===== src/phy_misc_map.svh =====
`ifndef PHY_MISC_MAP_SVH
`define PHY_MISC_MAP_SVH

// device register offsets and fields
`define REGULATOR_CONTROL_OFFSET 16'h00d0
`define REGULATOR_OFF_BIT        15
`define REGULATOR_CONTROL_RESET  16'h0000
`define PIN_CONFIG_OFFSET        16'h0011
`define PIN_CONFIG_IRQ_BIT       0
`define PIN_CONFIG_LED_MODE_BIT  1
`define PIN_CONFIG_RESET         16'h0000
`define IRQ_STATUS_OFFSET        16'h0012
`define IRQ_STATUS_RESET         16'h0000

// timing, clock of 10 MHz
`define CLOCK_HZ                 10000000
`define RESET_MIN_NS             1000
`define RESET_MIN_CYCLES         ((`RESET_MIN_NS * (`CLOCK_HZ / 1000000) + 999) / 1000)
`define BLINK_HALF_MS            4
`define BLINK_HALF_CYCLES        (`BLINK_HALF_MS * (`CLOCK_HZ / 1000))

// controller axi-lite map
`define CTL_COMMAND_OFFSET       32'h00
`define CTL_STATUS_OFFSET        32'h04
`define CTL_IRQ_STATUS_OFFSET    32'h08
`define CTL_IRQ_MASK_OFFSET      32'h0c
`define CTL_REG_ADDR_OFFSET      32'h10
`define CTL_REG_DATA_OFFSET      32'h14
`define CTL_COMMAND_RESET        32'h00000000

`endif


===== src/phy_misc_if.sv =====
`timescale 1ns/1ns
interface phy_misc_if;
  logic        reset_n;        // active-low hardware reset from controller
  logic        pin_host_oe;    // controller pulls shared pin low
  logic        pin_dev_oe;     // device pulls shared pin low
  logic        pin_level;      // resolved level of the shared pin
  logic        reg_we;         // register write strobe
  logic [15:0] reg_addr;
  logic [15:0] reg_wdata;
  logic [15:0] reg_rdata;
  // open drain with weak pull-up
  assign pin_level = ~(pin_host_oe | pin_dev_oe);
  modport device (input reset_n, input pin_host_oe, output pin_dev_oe,
                  input pin_level, input reg_we, input reg_addr,
                  input reg_wdata, output reg_rdata);
  modport host (output reset_n, output pin_host_oe, input pin_dev_oe,
                input pin_level, output reg_we, output reg_addr,
                output reg_wdata, input reg_rdata);
endinterface : phy_misc_if


===== src/phy_misc_host.sv =====
`timescale 1ns/1ns
`include "phy_misc_map.svh"
// Summary of operation
// [RULE_01] MII mode needs 25 MHz reference clock
// [RULE_02] RMII mode needs 50 MHz reference clock
// [RULE_03] LED mode 1: LED shows link
// [RULE_04] LED mode 2: link on, blink on activity
// [RULE_05] reset low at least 1 us
// [RULE_06] reset restores registers and resamples straps
// [RULE_07] shared pin is powerdown until reconfigured
// [RULE_08] low shared pin enters power down
// [RULE_09] interrupt role pulls pin low open-drain
// [RULE_10] software powers down regulator at 0x00d0
// [RULE_11] bit 15 one powers down regulator
// [RULE_12] activity blink has fixed millisecond period
module phy_misc_host #(
  parameter int RESET_CYCLES = `RESET_MIN_CYCLES
) (
  // clock, reset
  input  wire logic        clock,
  input  wire logic        nrst,
  // link to device
  phy_misc_if.host         link,
  // axi4-lite slave
  input  wire logic [31:0] s_awaddr,
  input  wire logic        s_awvalid,
  output logic             s_awready,
  input  wire logic [31:0] s_wdata,
  input  wire logic [3:0]  s_wstrb,
  input  wire logic        s_wvalid,
  output logic             s_wready,
  output logic [1:0]       s_bresp,
  output logic             s_bvalid,
  input  wire logic        s_bready,
  input  wire logic [31:0] s_araddr,
  input  wire logic        s_arvalid,
  output logic             s_arready,
  output logic [31:0]      s_rdata,
  output logic [1:0]       s_rresp,
  output logic             s_rvalid,
  input  wire logic        s_rready,
  // interrupt
  output logic             irq
);
  // the pulse counter is eight bits wide and must count at least once
  if (RESET_CYCLES < 1 || RESET_CYCLES > 255) begin : g_reset_check
    $error("reset pulse length out of range");
  end

  logic        aw_held, w_held, next_aw_held, next_w_held;
  logic [31:0] aw_addr, next_aw_addr, w_data, next_w_data;
  logic        next_bvalid, next_rvalid;
  logic [1:0]  next_bresp, next_rresp;
  logic [31:0] next_rdata;
  logic [31:0] command, next_command;
  logic [15:0] reg_addr, next_reg_addr, reg_data, next_reg_data;
  logic [1:0]  ist, next_ist, imask, next_imask;
  logic [7:0]  rst_cnt, next_rst_cnt;
  logic        we_pulse, next_we_pulse;
  logic        pin_prev, next_pin_prev;
  logic        do_write, reset_busy;
  logic [1:0]  events;

  assign s_awready  = ~aw_held & ~s_bvalid;
  assign s_wready   = ~w_held & ~s_bvalid;
  assign s_arready  = ~s_rvalid;
  assign do_write   = aw_held & w_held & ~s_bvalid;
  assign reset_busy = rst_cnt != 8'h0;
  // event 0: reset pulse done, event 1: shared pin fell, whichever side pulls it
  assign events = {pin_prev & ~link.pin_level,
                   reset_busy & (rst_cnt == 8'h1)};

  always_comb begin
    next_aw_held  = aw_held | (s_awvalid & s_awready);
    next_w_held   = w_held | (s_wvalid & s_wready);
    next_aw_addr  = (s_awvalid & s_awready) ? s_awaddr : aw_addr;
    next_w_data   = (s_wvalid & s_wready) ? s_wdata : w_data;
    next_bvalid   = s_bvalid & ~s_bready;
    next_bresp    = s_bresp;
    next_rvalid   = s_rvalid & ~s_rready;
    next_rresp    = s_rresp;
    next_rdata    = s_rdata;
    next_command  = command;
    next_reg_addr = reg_addr;
    next_reg_data = reg_data;
    next_imask    = imask;
    next_ist      = ist | events; // set wins over clear
    next_rst_cnt  = reset_busy ? rst_cnt - 8'h1 : 8'h0;
    next_we_pulse = 1'b0;
    next_pin_prev = link.pin_level;
    if (do_write) begin
      next_aw_held = 1'b0;
      next_w_held  = 1'b0;
      next_bvalid  = 1'b1;
      next_bresp   = 2'b00;
      unique case (aw_addr[7:0])
        8'h00: begin
          next_command = w_data;
          if (w_data[0]) next_rst_cnt = 8'(RESET_CYCLES); // RULE_05
          if (w_data[2]) next_we_pulse = 1'b1; // RULE_10
        end
        8'h08: next_ist = (ist & ~w_data[1:0]) | events;
        8'h0c: next_imask = w_data[1:0];
        8'h10: next_reg_addr = w_data[15:0];
        8'h14: next_reg_data = w_data[15:0];
        default: next_bresp = 2'b10;
      endcase
    end
    if (s_arvalid & s_arready) begin
      next_rvalid = 1'b1;
      next_rresp  = 2'b00;
      unique case (s_araddr[7:0])
        8'h00: next_rdata = command;
        8'h04: next_rdata = {29'h0, link.pin_level, reset_busy, 1'b0};
        8'h08: next_rdata = {30'h0, ist};
        8'h0c: next_rdata = {30'h0, imask};
        8'h10: next_rdata = {16'h0, reg_addr};
        8'h14: next_rdata = {16'h0, link.reg_rdata};
        default: begin
          next_rdata = 32'h0;
          next_rresp = 2'b10;
        end
      endcase
    end
  end

  always_ff @(posedge clock or negedge nrst) begin
    if (!nrst) begin
      aw_held  <= 1'b0;
      w_held   <= 1'b0;
      aw_addr  <= 32'h0;
      w_data   <= 32'h0;
      s_bvalid <= 1'b0;
      s_bresp  <= 2'b00;
      s_rvalid <= 1'b0;
      s_rresp  <= 2'b00;
      s_rdata  <= 32'h0;
      command  <= `CTL_COMMAND_RESET;
      reg_addr <= 16'h0;
      reg_data <= 16'h0;
      ist      <= 2'h0;
      imask    <= 2'h0;
      rst_cnt  <= 8'h0;
      we_pulse <= 1'b0;
      pin_prev <= 1'b1;
    end else begin
      aw_held  <= next_aw_held;
      w_held   <= next_w_held;
      aw_addr  <= next_aw_addr;
      w_data   <= next_w_data;
      s_bvalid <= next_bvalid;
      s_bresp  <= next_bresp;
      s_rvalid <= next_rvalid;
      s_rresp  <= next_rresp;
      s_rdata  <= next_rdata;
      command  <= next_command;
      reg_addr <= next_reg_addr;
      reg_data <= next_reg_data;
      ist      <= next_ist;
      imask    <= next_imask;
      rst_cnt  <= next_rst_cnt;
      we_pulse <= next_we_pulse;
      pin_prev <= next_pin_prev;
    end
  end

  // reset held low for the whole counted pulse
  assign link.reset_n     = ~reset_busy; // RULE_05
  assign link.pin_host_oe = command[1]; // RULE_08
  assign link.reg_we      = we_pulse;
  assign link.reg_addr    = reg_addr;
  assign link.reg_wdata   = reg_data;
  assign irq              = |(ist & imask);
endmodule : phy_misc_host


===== src/flat_wrapper.sv =====
// flat-port wrapper written by rule: the top's interface ports become plain ports
module phy_misc_host_flat 
#(
  parameter int RESET_CYCLES = `RESET_MIN_CYCLES
)
  (clock, nrst, s_awaddr, s_awvalid, s_awready, s_wdata, s_wstrb, s_wvalid, s_wready, s_bresp, s_bvalid, s_bready, s_araddr, s_arvalid, s_arready, s_rdata, s_rresp, s_rvalid, s_rready, irq, link_reset_n, link_pin_host_oe, link_pin_dev_oe, link_reg_we, link_reg_addr, link_reg_wdata, link_reg_rdata);
  phy_misc_if link_i ();
  input  wire logic clock;
  input  wire logic nrst;
  input  wire logic [31:0] s_awaddr;
  input  wire logic s_awvalid;
  output logic s_awready;
  input  wire logic [31:0] s_wdata;
  input  wire logic [3:0] s_wstrb;
  input  wire logic s_wvalid;
  output logic s_wready;
  output logic [1:0] s_bresp;
  output logic s_bvalid;
  input  wire logic s_bready;
  input  wire logic [31:0] s_araddr;
  input  wire logic s_arvalid;
  output logic s_arready;
  output logic [31:0] s_rdata;
  output logic [1:0] s_rresp;
  output logic s_rvalid;
  input  wire logic s_rready;
  output logic irq;
  output wire logic [$bits(link_i.reset_n)-1:0] link_reset_n;
  output wire logic [$bits(link_i.pin_host_oe)-1:0] link_pin_host_oe;
  input wire logic [$bits(link_i.pin_dev_oe)-1:0] link_pin_dev_oe;
  output wire logic [$bits(link_i.reg_we)-1:0] link_reg_we;
  output wire logic [$bits(link_i.reg_addr)-1:0] link_reg_addr;
  output wire logic [$bits(link_i.reg_wdata)-1:0] link_reg_wdata;
  input wire logic [$bits(link_i.reg_rdata)-1:0] link_reg_rdata;
  assign link_reset_n = link_i.reset_n;
  assign link_pin_host_oe = link_i.pin_host_oe;
  assign link_i.pin_dev_oe = link_pin_dev_oe;
  assign link_reg_we = link_i.reg_we;
  assign link_reg_addr = link_i.reg_addr;
  assign link_reg_wdata = link_i.reg_wdata;
  assign link_i.reg_rdata = link_reg_rdata;
  phy_misc_host #(.RESET_CYCLES(RESET_CYCLES)) u_core (.clock(clock), .nrst(nrst), .link(link_i), .s_awaddr(s_awaddr), .s_awvalid(s_awvalid), .s_awready(s_awready), .s_wdata(s_wdata), .s_wstrb(s_wstrb), .s_wvalid(s_wvalid), .s_wready(s_wready), .s_bresp(s_bresp), .s_bvalid(s_bvalid), .s_bready(s_bready), .s_araddr(s_araddr), .s_arvalid(s_arvalid), .s_arready(s_arready), .s_rdata(s_rdata), .s_rresp(s_rresp), .s_rvalid(s_rvalid), .s_rready(s_rready), .irq(irq));
endmodule

===== config.mk =====
export PLATFORM = sky130hd
export DESIGN_NAME = phy_misc_host_flat
export DESIGN_NICKNAME = d
export VERILOG_FILES = /design/src/phy_misc_if.sv /design/src/phy_misc_host.sv /design/src/flat_wrapper.sv
export VERILOG_INCLUDE_DIRS = /design/src
export SDC_FILE = /design/constraint.sdc
export NUM_CORES = 1
export LEC_CHECK = 0
export ABC_AREA = 1
export BUFFER_PORTS_ARGS = -buffer_cell sky130_fd_sc_hd__buf_2
export CORE_UTILIZATION = 50
export DETAILED_ROUTE_END_ITERATION = 7
export PLACE_DENSITY = 0.8
export SLEW_MARGIN = 40
export SYNTH_ARGS = -nofsm -noshare
export SYNTH_HDL_FRONTEND = slang
export SYNTH_SLANG_ARGS = --single-unit

===== constraint.sdc =====
create_clock -name clock -period 3.18 [get_ports clock]
set_input_delay 0.636 -clock clock [delete_from_list [all_inputs] [get_ports clock]]
set_output_delay 0.636 -clock clock [all_outputs]
set_load 0.01 [all_outputs]

Word-level counts from Yosys, hierarchy flattened
Cells that the tools add are included.

word-level totals
  bits in registers = 158
  input bits = 124
  output and inout port bits = 77
  logic and storage cells = 81

cells by class
  add/sub/neg operators = 1
  equality and inequality tests = 10
  multiplexer cells = 16
  bitwise operators = 27
  reduce and logical (&&, ||, !) cells = 10

operators by type and width
  cell                   count
  $pmux W32 S6           1
  $eq A8 B4 Y1 const B   4
  $eq A8 B5 Y1 const B   4
  $mux W8                4
  $logic_not A8 Y1       2
  $and A1 B1 Y1          11
  $eq A8 B1 Y1 const B   1
  $eq A8 B3 Y1 const B   1
  $mux W2                4
  $not A1 Y1             8
  $reduce_and A2 Y1      4
  $reduce_bool A8 Y1     1
  $sub A8 B1 Y8 const B  1
  $mux W1                7
  $reduce_or A6 Y1       1
  $reduce_or A5 Y1       1
  $and A2 B2 Y2          2
  $or A2 B2 Y2           2
  $or A1 B1 Y1           3
  $not A2 Y2             1
  $reduce_or A2 Y1       1

Depth between registers and ports, before layout
Gate-level depths: netlist of run 1.

  depth after elaboration = 5
  mapped depth = 11
  gate-level depth less buffers = 11

Worst setup path before layout of run 1
No wires, ideal clock.

  kind = register to output
  start point = reg u_core.rst_cnt[0]
  end point = out link_reset_n
  data arrival time = 971 ps
  data required time = 2544 ps
  slack = 1573 ps
  cell stages (with the launch flop) = 7
  buffers on the path = 0
  cells stage by stage = dfrtp_1 -> inv_1 -> ha_1 -> inv_1 -> nor2_1 -> nand2_1 -> inv_1

on the way
  word-level cells in the longest chain between the ends = 2

RTL lines
  item                      RTL line              RTL
  start: declaration        phy_misc_host.sv:58   logic [7:0] rst_cnt, next_rst_cnt;
  start signal: assignment  phy_misc_host.sv:161  rst_cnt <= next_rst_cnt;
  $reduce_bool A8 Y1        phy_misc_host.sv:68   assign reset_busy = rst_cnt != 8'h0;
  $not A1 Y1                phy_misc_host.sv:168  assign link.reset_n = ~reset_busy;
  end: declaration          flat_wrapper.sv:28    output wire logic [$bits(link_i.reset_n)-1:0] link_reset_n;

No other way between the ends.

Final worst setup path of run 1
Ends and elaborated chain as after synthesis.

==> reports/metrics.cfg, run 1 <==
[outcome]
status=complete, no violations

[floorplan]
dieArea_um2=14100
coreArea_um2=13200
die_height_um=119
rows=42
ioPinCount=201
start_util=0.513
die_w_um=119

[yosys]
synth_area_leader_cell=dfrtp_1
avgSynthCellArea_um2=9.33
syn_area_um2=6790
postSynthCellCount=728
synthTopCellsByArea=dfrtp_1 (57%), nand2_1 (11%), o21ai_2 (6.1%)
synth_cell_type_count=33
synth_most_common_cell=nand2_1
ys_seq_elements=156
ys_top_cells_by_count=nand2_1 (201), dfrtp_1 (155), nand3_1 (71)
yosysSeqAreaShare=0.575
async_flop_share=1.00
yosys.area.top_type_share=0.571
ys.flop_type=dfrtp_1
synth_edf_count=0
ys_warn_count=0

[timing]
fin_crit_ns=2.26
drv_slew=0
fin_crit_sh=0.711
hold_viol=0
worst_hold_slack_ns=0.221
fmax_ghz=0.442
finalClockSkew_ns=0.00753
slew_headroom=0.485
setup_viol=0
setup-tns-final_ns=0
tightest_slew_ns=0.771
rsz0062_at_grt=no

[global_routing]
grt_max_degree=70
grt.total_usage=0.222
grt_pass1_vias=4972
grt_pass1_wl_mm=24.4
overflow=0
antenna_found_initial=1

[route]
vias=5230
firstDrtPassIters=4
wl_per_cell_um=13.8
routed_wl_mm=14.6
vias_per_cell=4.97
drt_iter0_drc=281
antenna_left=0
drc=0

[power_and_ir_drop]
switching_power_mw=1.70
power-per-cell-area_nw_per_um2=696
leakagePower_nw=4.43
p_seq_frac=0.447
ir_drop_mv=0.557
power_frac_comb=0.207
p_sw_frac=0.301
p_int_mw=3.96
p_clk_frac=0.346

[clock_tree]
postCtsSetupRepairBufs=0
clk_pin_slew_ns=0.06
clk_latency_ns=0.41
clock_sinks=156
cts_tree=done
cts_made_buffers=17
cts.path.max_buffers=2
ctsHoldBuffers=0
htreeDepth=4
cts-resized-gates=0
clockRootBuffer=clkbuf_16

[critical_path]
r2r_start=u_core.aw_addr[6]$_DFFE_PN0P_
endpoint_kind=primary output
start_kind=flip-flop
critPathMaxFanout=5
arrival_ns=1.63
crit_start=u_core.rst_cnt[0]$_DFF_PN0_
cp.required_ns=2.54
path_class=flip-flop to primary output

[final_layout]
final_area_um2=8150
drive_above_1_share=0.295
areaGrowthSynthToFinish_pct=20.0
nets=993

[placement]
gp_routability_congestion=0.857
dpl.hpwl_mm=10.0
placed_cell_area_um2=7570
io_buffers=146

[flow_run]
drv_cap=0

[hold_path]
hold_path.class=primary input to async pin

-- routing by layer --
layer  share of wire  GRT usage  vias up
met5               0          0        -
met4           0.023      0.103        0
met3           0.043     0.0526       23
met2            0.47      0.340      137
met1            0.47      0.301     2442
li1                -          -     2628
-- power groups by stage --
stage	sequential (mW)	combinational (mW)	clock, mW
after floorplan	2.55	0.837	0
after global placement	2.55	1.14	0
after detailed placement	2.57	1.18	0
after CTS	2.54	1.19	1.99
after global routing	2.57	1.35	2.09
final	2.54	1.17	1.96
-- area by class of cell --
cell class                      instances  area, um2
Clock inverter                          7       90.1
Inverter                               59        224
Fill cell                            1194       5100
Multi-Input combinational cell        479       2420
Clock buffer                           22        484
Antenna cell                            1       2.50
Timing Repair Buffer                  153        802
Sequential cell                       156       3910
Tap cell                              176        220
-- cell usage in the layout, fill, tap and decap left out, types with 3 or more instances in the layout --
cell type,synthesis,final
buf_2,11,145
inv_2,5,6
o21ai_0,14,14
clkinv_2,0,3
inv_1,53,52
dfrtp_1,155,155
nor2_1,63,63
nor2_2,5,5
nand2_2,2,3
nand3_1,71,71
clkbuf_16,0,17
o21ai_2,47,47
nand2_1,201,200
nand4_1,6,6
a21oi_1,36,36
ha_1,3,3
clkbuf_8,0,4
buf_4,6,6
o21ai_1,6,6
xor2_1,4,4
mux2_2,8,8
-- state kept, by name, summed over array words and instances, names as in the netlist, 2 cells and up --
signal	count
u_core.link.reg_addr	16
u_core.link.reg_wdata	16
u_core.rst_cnt	8
u_core.w_data	32
u_core.ist	2
u_core.aw_addr	8
u_core.s_rdata	32
u_core.command	32
u_core.imask	2
-- kinds of logic after synthesis --
logic type	count (synthesis)	share of synthesized area
adders and majority gates	3	0.00553
other	1	0.000552
DFF	156	0.575
buffers and inverters	94	0.0698
and+or+nand+nor	356	0.225
AOI/OAI and AO/OA	105	0.104
muxes	8	0.0133
xor gates and xnor gates	5	0.00645
-- critical path: stages, from the launching register on --
cell     delay, ns
dfrtp_1       0.39
inv_1         0.14
ha_1          0.16
inv_1         0.05
nor2_1        0.11
nand2_1       0.13
inv_1         0.11
buf_2         0.13
-- path summary, 6_finish.rpt --
kind	endpoint	slack (ns)	cells past startpoint
max	link_reset_n	0.92	7
min	u_core.aw_addr[0]$_DFFE_PN0P_	0.22	1
max reg2reg	u_core.link.reg_addr[11]$_DFFE_PN0P_	1.14	6
min reg2reg	u_core.command[29]$_DFFE_PN0P_	0.46	2
max in group asynchronous	u_core.link.reg_addr[15]$_DFFE_PN0P_	2.09	2
min in group clock	u_core.pin_prev$_DFF_PN1_	0.37	2
-- through the flow --
stage,utilization,worst slack [ns],cells,total power [mW]
floorplan,-,1.57,729,3.39
global placement,0.572,1.17,1023,3.69
detailed placement,0.572,1.17,1023,3.75
CTS,0.615,0.900,1052,5.71
global route,0.615,0.792,1052,6.01
finish,0.615,0.918,1053,5.67
Power figures use the tool's default switching activity.
==> run 2, diff against run 1 <==
--- a/config.mk
+++ b/config.mk
@@ -6,7 +6,7 @@
 export SDC_FILE = /design/constraint.sdc
 export NUM_CORES = 1
 export LEC_CHECK = 0
-export ABC_AREA = 1
+export ABC_AREA = 0
 export BUFFER_PORTS_ARGS = -buffer_cell sky130_fd_sc_hd__buf_2
 export CORE_UTILIZATION = 50
 export DETAILED_ROUTE_END_ITERATION = 7
==> constraint.sdc (replaced) <==
create_clock -name clock -period 2.2 [get_ports clock]
set_input_delay 0.44 -clock clock [delete_from_list [all_inputs] [get_ports clock]]
set_output_delay 0.44 -clock clock [all_outputs]
set_load 0.01 [all_outputs]
==> run 2 against run 1 <==
Global-route usage grew 0.65 points. Clock skew up 0.00086 ns. Power is 66% higher. Clock power increased by 56%. Largest power group unchanged.
==> reports/metrics.cfg, run 2 <==
[floorplan]
die_w_um=115  ; -2.8%
dieArea_um2=13300  ; -5.5%
start_util=0.523  ; +0.0101
die_height_um=115  ; -2.8%
rows=40  ; -4.8%
coreArea_um2=12300  ; -7.4%
ioPinCount=201  ; unchanged

[route]
drc=0  ; unchanged
vias_per_cell=5.33  ; +7.3%
vias=4243  ; -19%
wl_met2_mm=6.99  ; +2.3%
firstDrtPassIters=5  ; +1
routed_wl_mm=14.2  ; -2.4%
drt_iter0_drc=194  ; -31%
antenna_left=0  ; unchanged
wl_met3_um=777  ; +25%
highest_layer=met4
wl_met1_mm=6.15  ; -9.3%
wl_per_cell_um=17.9  ; +29%

[global_routing]
antenna_found_initial=0  ; -1
grt.total_usage=0.229  ; +0.00655
grt_pass1_wl_mm=22.6  ; -7.6%
grt_max_degree=69  ; -1.4%
grt_pass1_vias=4474  ; -10%
overflow=0  ; unchanged

[timing]
fmax_ghz=0.471
finalClockSkew_ns=0.00839  ; +0.000864 ns
setup_viol=0  ; unchanged
fin_crit_sh=0.966
setup-tns-final_ns=0  ; unchanged
rsz0062_at_grt=no
fin_crit_ns=2.12
drv_slew=0  ; unchanged
hold_viol=0  ; unchanged
layout_setup_ws_ns=0.0750  ; -0.843 ns

[yosys]
synth_area_leader_cell=dfrtp_1
synth_cell_type_count=47  ; +42%
ys.flop_type=dfrtp_1
ys_seq_elements=156  ; unchanged
ys_top_cells_by_count=dfrtp_1 (155), mux2_2 (105), a22o_1 (23)
yosys.area.top_type_share=0.605  ; +0.0338
synth_most_common_cell=dfrtp_1
syn_area_um2=6410  ; -5.6%
ys_warn_count=0  ; unchanged
synth_edf_count=0  ; unchanged
async_flop_share=1.00  ; unchanged
yosysSeqAreaShare=0.609  ; +0.0340
avgSynthCellArea_um2=14.1  ; +51%
postSynthCellCount=455  ; -38%
synthTopCellsByArea=dfrtp_1 (60%), mux2_2 (18%), a22o_1 (3.1%)

[hold_path]
hold_path.class=primary input to flip-flop

[power_and_ir_drop]
finalPower_mw=9.42  ; +66%
power_frac_comb=0.207  ; about the same
p_int_mw=6.72  ; +70%
switching_power_mw=2.70  ; +58%
leakagePower_nw=4.10  ; -7.5%
p_sw_frac=0.286  ; -0.0143
p_seq_frac=0.469  ; +0.022
ir_drop_mv=0.700  ; +26%
p_clk_frac=0.324  ; -0.022
power-per-cell-area_nw_per_um2=1170  ; +68%

[final_layout]
diodes=0  ; -1
final_cells=796  ; -24%
nets=742  ; -25%
biggestRegsByFlops=u_core.command x32, u_core.s_rdata x32, u_core.w_data x32
mostFrequentLayoutCell=dfrtp_1
fillers=913  ; -24%
areaGrowthSynthToFinish_pct=25.9
drive_above_1_share=0.514  ; +0.220
final_area_um2=8070  ; -0.88%
mostFrequentLayoutCells=dfrtp_1 (155), buf_2 (145), mux2_2 (105), a22o_1 (23)

[critical_path]
worstPathCellList=nor4_2 > nand3_1 > inv_1 > buf_2
cp.required_ns=1.76  ; -0.78 ns
critPathMaxFanout=5  ; unchanged
path_class=flip-flop to primary output
slowest_delay_ns=0.44  ; +0.05 ns
arrival_ns=1.68  ; +0.05 ns
endpoint_kind=primary output
cp_slowest_cell=dfrtp_1
start_kind=flip-flop
path_delay_family=simple AND/OR/NAND/NOR gates
cp_num_buf_inv=2  ; -2

[placement]
dp_cells=762  ; -26%
gp_routability_congestion=0.810  ; -5.5%
dpl.hpwl_mm=10.1  ; +0.31%
io_buffers=146  ; unchanged
placed_cell_area_um2=7420  ; -2.0%
dpl_worst_slack_ns=0.144  ; -1.02 ns

[outcome]
status=complete, no violations

[clock_tree]
cts_tree=done
cts.path.max_buffers=2  ; unchanged
cts_made_buffers=17  ; unchanged
htreeDepth=4  ; unchanged
clk_latency_ns=0.42  ; about the same
clock_sinks=156  ; unchanged
clockRootBuffer=clkbuf_16
clk_pin_slew_ns=0.06  ; about the same

[flow_run]
drv_cap=0  ; unchanged

run 2: changes by cell type in the layout (fill, tap and decap cells not counted), sizes merged, moves of 4 or more:
cell / before / now
nand4: 7 / 0
nand2: 203 / 18
a21oi: 36 / 3
buf: 153 / 165
o21ai: 67 / 16
and2: 0 / 4
inv: 59 / 8
nor2: 68 / 20
mux2i: 0 / 16
nand3: 74 / 5
mux2: 8 / 105
a22o: 1 / 33
run 2: kinds of logic after synthesis:
logic type	synth area share
and+or+nand+nor	0.0587
muxes	0.213
xor gates and xnor gates	0.00683
buffers and inverters	0.0267
DFF	0.609
AOI/OAI and AO/OA	0.0792
adders and majority gates	0.00586
other	0.000585
run 2: per-stage QoR:
stage | hold WS (ns) | utilization
detailed placement | 0.404 | 0.605
floorplan | 0.144 | -
global route | 0.192 | 0.658
CTS | 0.180 | 0.658
finish | 0.190 | 0.658
global placement | 0.402 | 0.605
run 2: repair_timing:
item / in CTS / in global routing
setup endpoints to repair: 1 / 1
resized for setup: 1 / 0
hold buffers: 1 / 0
pin swaps: 0 / 1
cloned: 0 / 0
hold endpoints to repair: 48 / 0
buffers inserted: 0 / 1
run 2: worst reg2reg max path: stages (launching register included):
cell      delay [ns]
dfrtp_1         0.41
nand3b_1        0.27
nor4_1          0.36
and3_2          0.32
buf_4           0.25
mux2_2          0.38
run 2: layout make-up:
type	instances	area, um2	share of cell area
clock buffer	22	494	0.0612
sequential	156	3910	0.484
multi-input combinational	266	2350	0.291
inverter	8	30.0	0.00372
tap	168	210	0.0260
clock inverter	10	136	0.0169
timing repair buffer	166	952	0.118
run 2: worst paths after layout:
| path | depth (start not counted) | endpoint | startpoint | slack, ns |
|---|---|---|---|---|
| worst max-delay path | 4 | link_reset_n | u_core.rst_cnt[2]$_DFF_PN0_ | 0.08 |
| worst min-delay path | 2 | u_core.pin_prev$_DFF_PN1_ | link_pin_dev_oe | 0.19 |
| worst max register to register | 5 | u_core.command[20]$_DFFE_PN0P_ | u_core.s_bvalid$_DFF_PN0_ | 0.09 |
| worst min register to register | 1 | u_core.s_rdata[29]$_DFFE_PN0P_ | u_core.command[29]$_DFFE_PN0P_ | 0.49 |
| max in group asynchronous | 3 | u_core.command[27]$_DFFE_PN0P_ | nrst | 0.95 |
| min in group asynchronous | 2 | u_core.s_bresp[1]$_DFFE_PN0P_ | nrst | 0.52 |
run 2: power by group through the flow:
stage	logic [mW]	registers, mW	clock network [mW]
after CTS	1.97	4.41	3.09
after floorplan	1.30	4.28	0
after global placement	1.86	4.35	0
after global routing	2.13	4.54	3.22
final	1.95	4.42	3.06
after detailed placement	1.95	4.44	0
run 2: layer usage:
layer	track usage	vias to the layer above
li1	-	1964
met1	0.292	2125
met2	0.373	127
met3	0.0606	27
met4	0.0935	0
met5	0	-
==> run 3, diff against run 2 <==
--- a/config.mk
+++ b/config.mk
@@ -8,9 +8,9 @@
 export LEC_CHECK = 0
 export ABC_AREA = 0
 export BUFFER_PORTS_ARGS = -buffer_cell sky130_fd_sc_hd__buf_2
-export CORE_UTILIZATION = 50
+export CORE_UTILIZATION = 46
 export DETAILED_ROUTE_END_ITERATION = 7
-export PLACE_DENSITY = 0.8
+export PLACE_DENSITY = 0.78
 export SLEW_MARGIN = 40
 export SYNTH_ARGS = -nofsm -noshare
 export SYNTH_HDL_FRONTEND = slang
==> constraint.sdc (replaced) <==
create_clock -name clock -period 1.7 [get_ports clock]
set_input_delay 0.34 -clock clock [delete_from_list [all_inputs] [get_ports clock]]
set_output_delay 0.34 -clock clock [all_outputs]
set_load 0.01 [all_outputs]
==> run 3 against run 2 <==
The flow now finishes with violations (setup timing). Final cell count rose by 2.9%. Utilization decreased by 2.8 points. Via count up 2.9%. Critical endpoint is now u_core.link.reg_addr[5]$_DFFE_PN0P_. Largest cell class unchanged.
==> reports/metrics.cfg, run 3 (synthesized netlist as in run 2, its figures left out) <==
[outcome]
status=finished, violations left
violations=setup timing

[final_layout]
biggestRegsByFlops=u_core.command x32, u_core.s_rdata x32, u_core.w_data x32
areaGrowthSynthToFinish_pct=31.8
mostFrequentLayoutCell=dfrtp_1
mostFrequentLayoutCells=dfrtp_1 (154), buf_2 (144), mux2_2 (86), a22o_1 (23), buf_4 (21)
drive_above_1_share=0.551  ; +0.0371
nets=760  ; +2.4%
final_area_um2=8450  ; +4.6%
final_core_util=0.631  ; -0.0279
fillers=1010  ; +11%
final_cells=819  ; +2.9%

[timing]
hold_viol=0  ; unchanged
setup_viol=76  ; +76
setup-tns-final_ns=-18.22  ; -18.22 ns
fin_crit_sh=1.17
rsz0062_at_grt=yes
worst_hold_slack_ns=0.0691  ; -0.121 ns
layout_setup_ws_ns=-0.296  ; -0.371 ns
drv_slew=0  ; unchanged
fin_crit_ns=2.00
finalClockSkew_ns=0.00887  ; +0.000477 ns
fmax_ghz=0.501

[placement]
dpl.hpwl_mm=10.2  ; +1.8%
placed_cell_area_um2=7610  ; +2.6%
dpl_worst_slack_ns=-0.313  ; -0.458 ns
dp_cells=779  ; +2.2%
gp_routability_congestion=0.840  ; +3.7%
io_buffers=146  ; unchanged

[global_routing]
grt_pass1_wl_mm=23.4  ; +3.8%
grt.busiest_layer=met2
grt_max_degree=52  ; -25%
grt_pass1_vias=4576  ; +2.3%
overflow=0  ; unchanged
grt_use_met1=0.269  ; -0.0231
grt.met2_usage=0.356  ; -0.0175
use_met3=0.0537  ; -0.00691
grt.total_usage=0.217  ; -0.0122
antenna_found_initial=1  ; +1

[floorplan]
dieArea_um2=14400  ; +8.5%
start_util=0.478  ; -0.0444
die_w_um=120  ; +4.2%
ioPinCount=201  ; unchanged
die_height_um=120  ; +4.2%
rows=42  ; +5.0%
coreArea_um2=13400  ; +9.3%

[clock_tree]
clk_pin_slew_ns=0.06  ; about the same
clk_latency_ns=0.42  ; about the same
cts.path.max_buffers=2  ; unchanged
clockRootBuffer=clkbuf_16
clock_sinks=156  ; unchanged
htreeDepth=4  ; unchanged
cts_tree=done
cts_made_buffers=17  ; unchanged

[route]
drc=0  ; unchanged
vias_per_cell=5.33  ; about the same
firstDrtPassIters=4  ; -1
drt_iter0_drc=176  ; -9.3%
routed_wl_mm=14.9  ; +5.2%
vias=4365  ; +2.9%
wl_per_cell_um=18.3  ; +2.2%
antenna_left=0  ; unchanged

[critical_path]
arrival_ns=2.29  ; +0.61 ns
path_class=flip-flop to flip-flop
worstPathCellList=nand3b_1 > buf_4 > or4_4 > nor2_4 > buf_12 > mux2_2
cp.required_ns=2.00  ; +0.24 ns
critPathMaxFanout=16  ; +11
cp_slowest_cell=or4_4
slowest_delay_ns=0.45  ; about the same
endpoint_kind=flip-flop
start_kind=flip-flop

[power_and_ir_drop]
finalPower_mw=12.5  ; +33%
leakagePower_nw=4.22  ; +3.0%
power-per-cell-area_nw_per_um2=1480  ; +27%
ir_drop_mv=0.729  ; +4.1%

[hold_path]
hold_path.class=primary input to flip-flop

[flow_run]
drv_cap=0  ; unchanged

## run 3: cell count changes in the layout (fill, tap and decap cells not counted), sizes merged
cell,change
clkbuf,-1
clkinvlp,-1
buf,+17
diode,+1
clkinv,-1
## run 3: repair_timing
action                                  CTS  global route
gates resized for setup                  21            19
hold buffers                              1             0
gates cloned                              0             1
buffers inserted                          4             5
pin swaps                                 4             6
endpoints found under the hold margin    29             0
endpoints found under the setup margin   76            78
## run 3: routing by layer
metal | up-vias | part of all wire | routed length (um)
met5 | - | 0 | 0
met4 | 0 | 0.026 | 387
met3 | 31 | 0.058 | 865
met2 | 123 | 0.50 | 7530
met1 | 2216 | 0.41 | 6170
li1 | 1995 | - | -
## run 3: worst max-delay path, delay by kind of cell (launching register included)
family                 cells  cell delay [ns]
buffers and inverters      2             0.35
DFF                        1             0.38
and+or+nand+nor            3             0.81
muxes                      1             0.34
## run 3: cell type report
type / instances / area (um2) / area share
Inverter: 8 / 30.0 / 0.00355
Clock buffer: 20 / 457 / 0.0541
Sequential cell: 156 / 3910 / 0.462
Antenna cell: 1 / 2.50 / 0.000296
Clock inverter: 8 / 120 / 0.0142
Timing Repair Buffer: 184 / 1200 / 0.142
Tap cell: 176 / 220 / 0.0261
Multi-Input combinational cell: 266 / 2510 / 0.297
## run 3: power breakdown
part	switching [mW]	internal [mW]	leakage [nW]
clock network	1.39	2.34	0.279
logic	1.29	1.72	1.90
registers	0.950	4.81	2.04
## run 3: final timing paths
kind                                                   endpoint                            from  depth (start not counted)  slack, ns
min                                   u_core.pin_prev$_DFF_PN1_                 link_pin_dev_oe                          2       0.07
min reg2reg                      u_core.s_rdata[16]$_DFFE_PN0P_  u_core.command[16]$_DFFE_PN0P_                          1       0.49
max reg2reg                 u_core.link.reg_addr[5]$_DFFE_PN0P_       u_core.s_bvalid$_DFF_PN0_                          6      -0.30
min in group asynchronous        u_core.command[30]$_DFFE_PN0P_                            nrst                          2       0.41
max in group asynchronous  u_core.link.reg_wdata[7]$_DFFE_PN0P_                            nrst                          3       0.73
max                         u_core.link.reg_addr[5]$_DFFE_PN0P_       u_core.s_bvalid$_DFF_PN0_                          6      -0.30
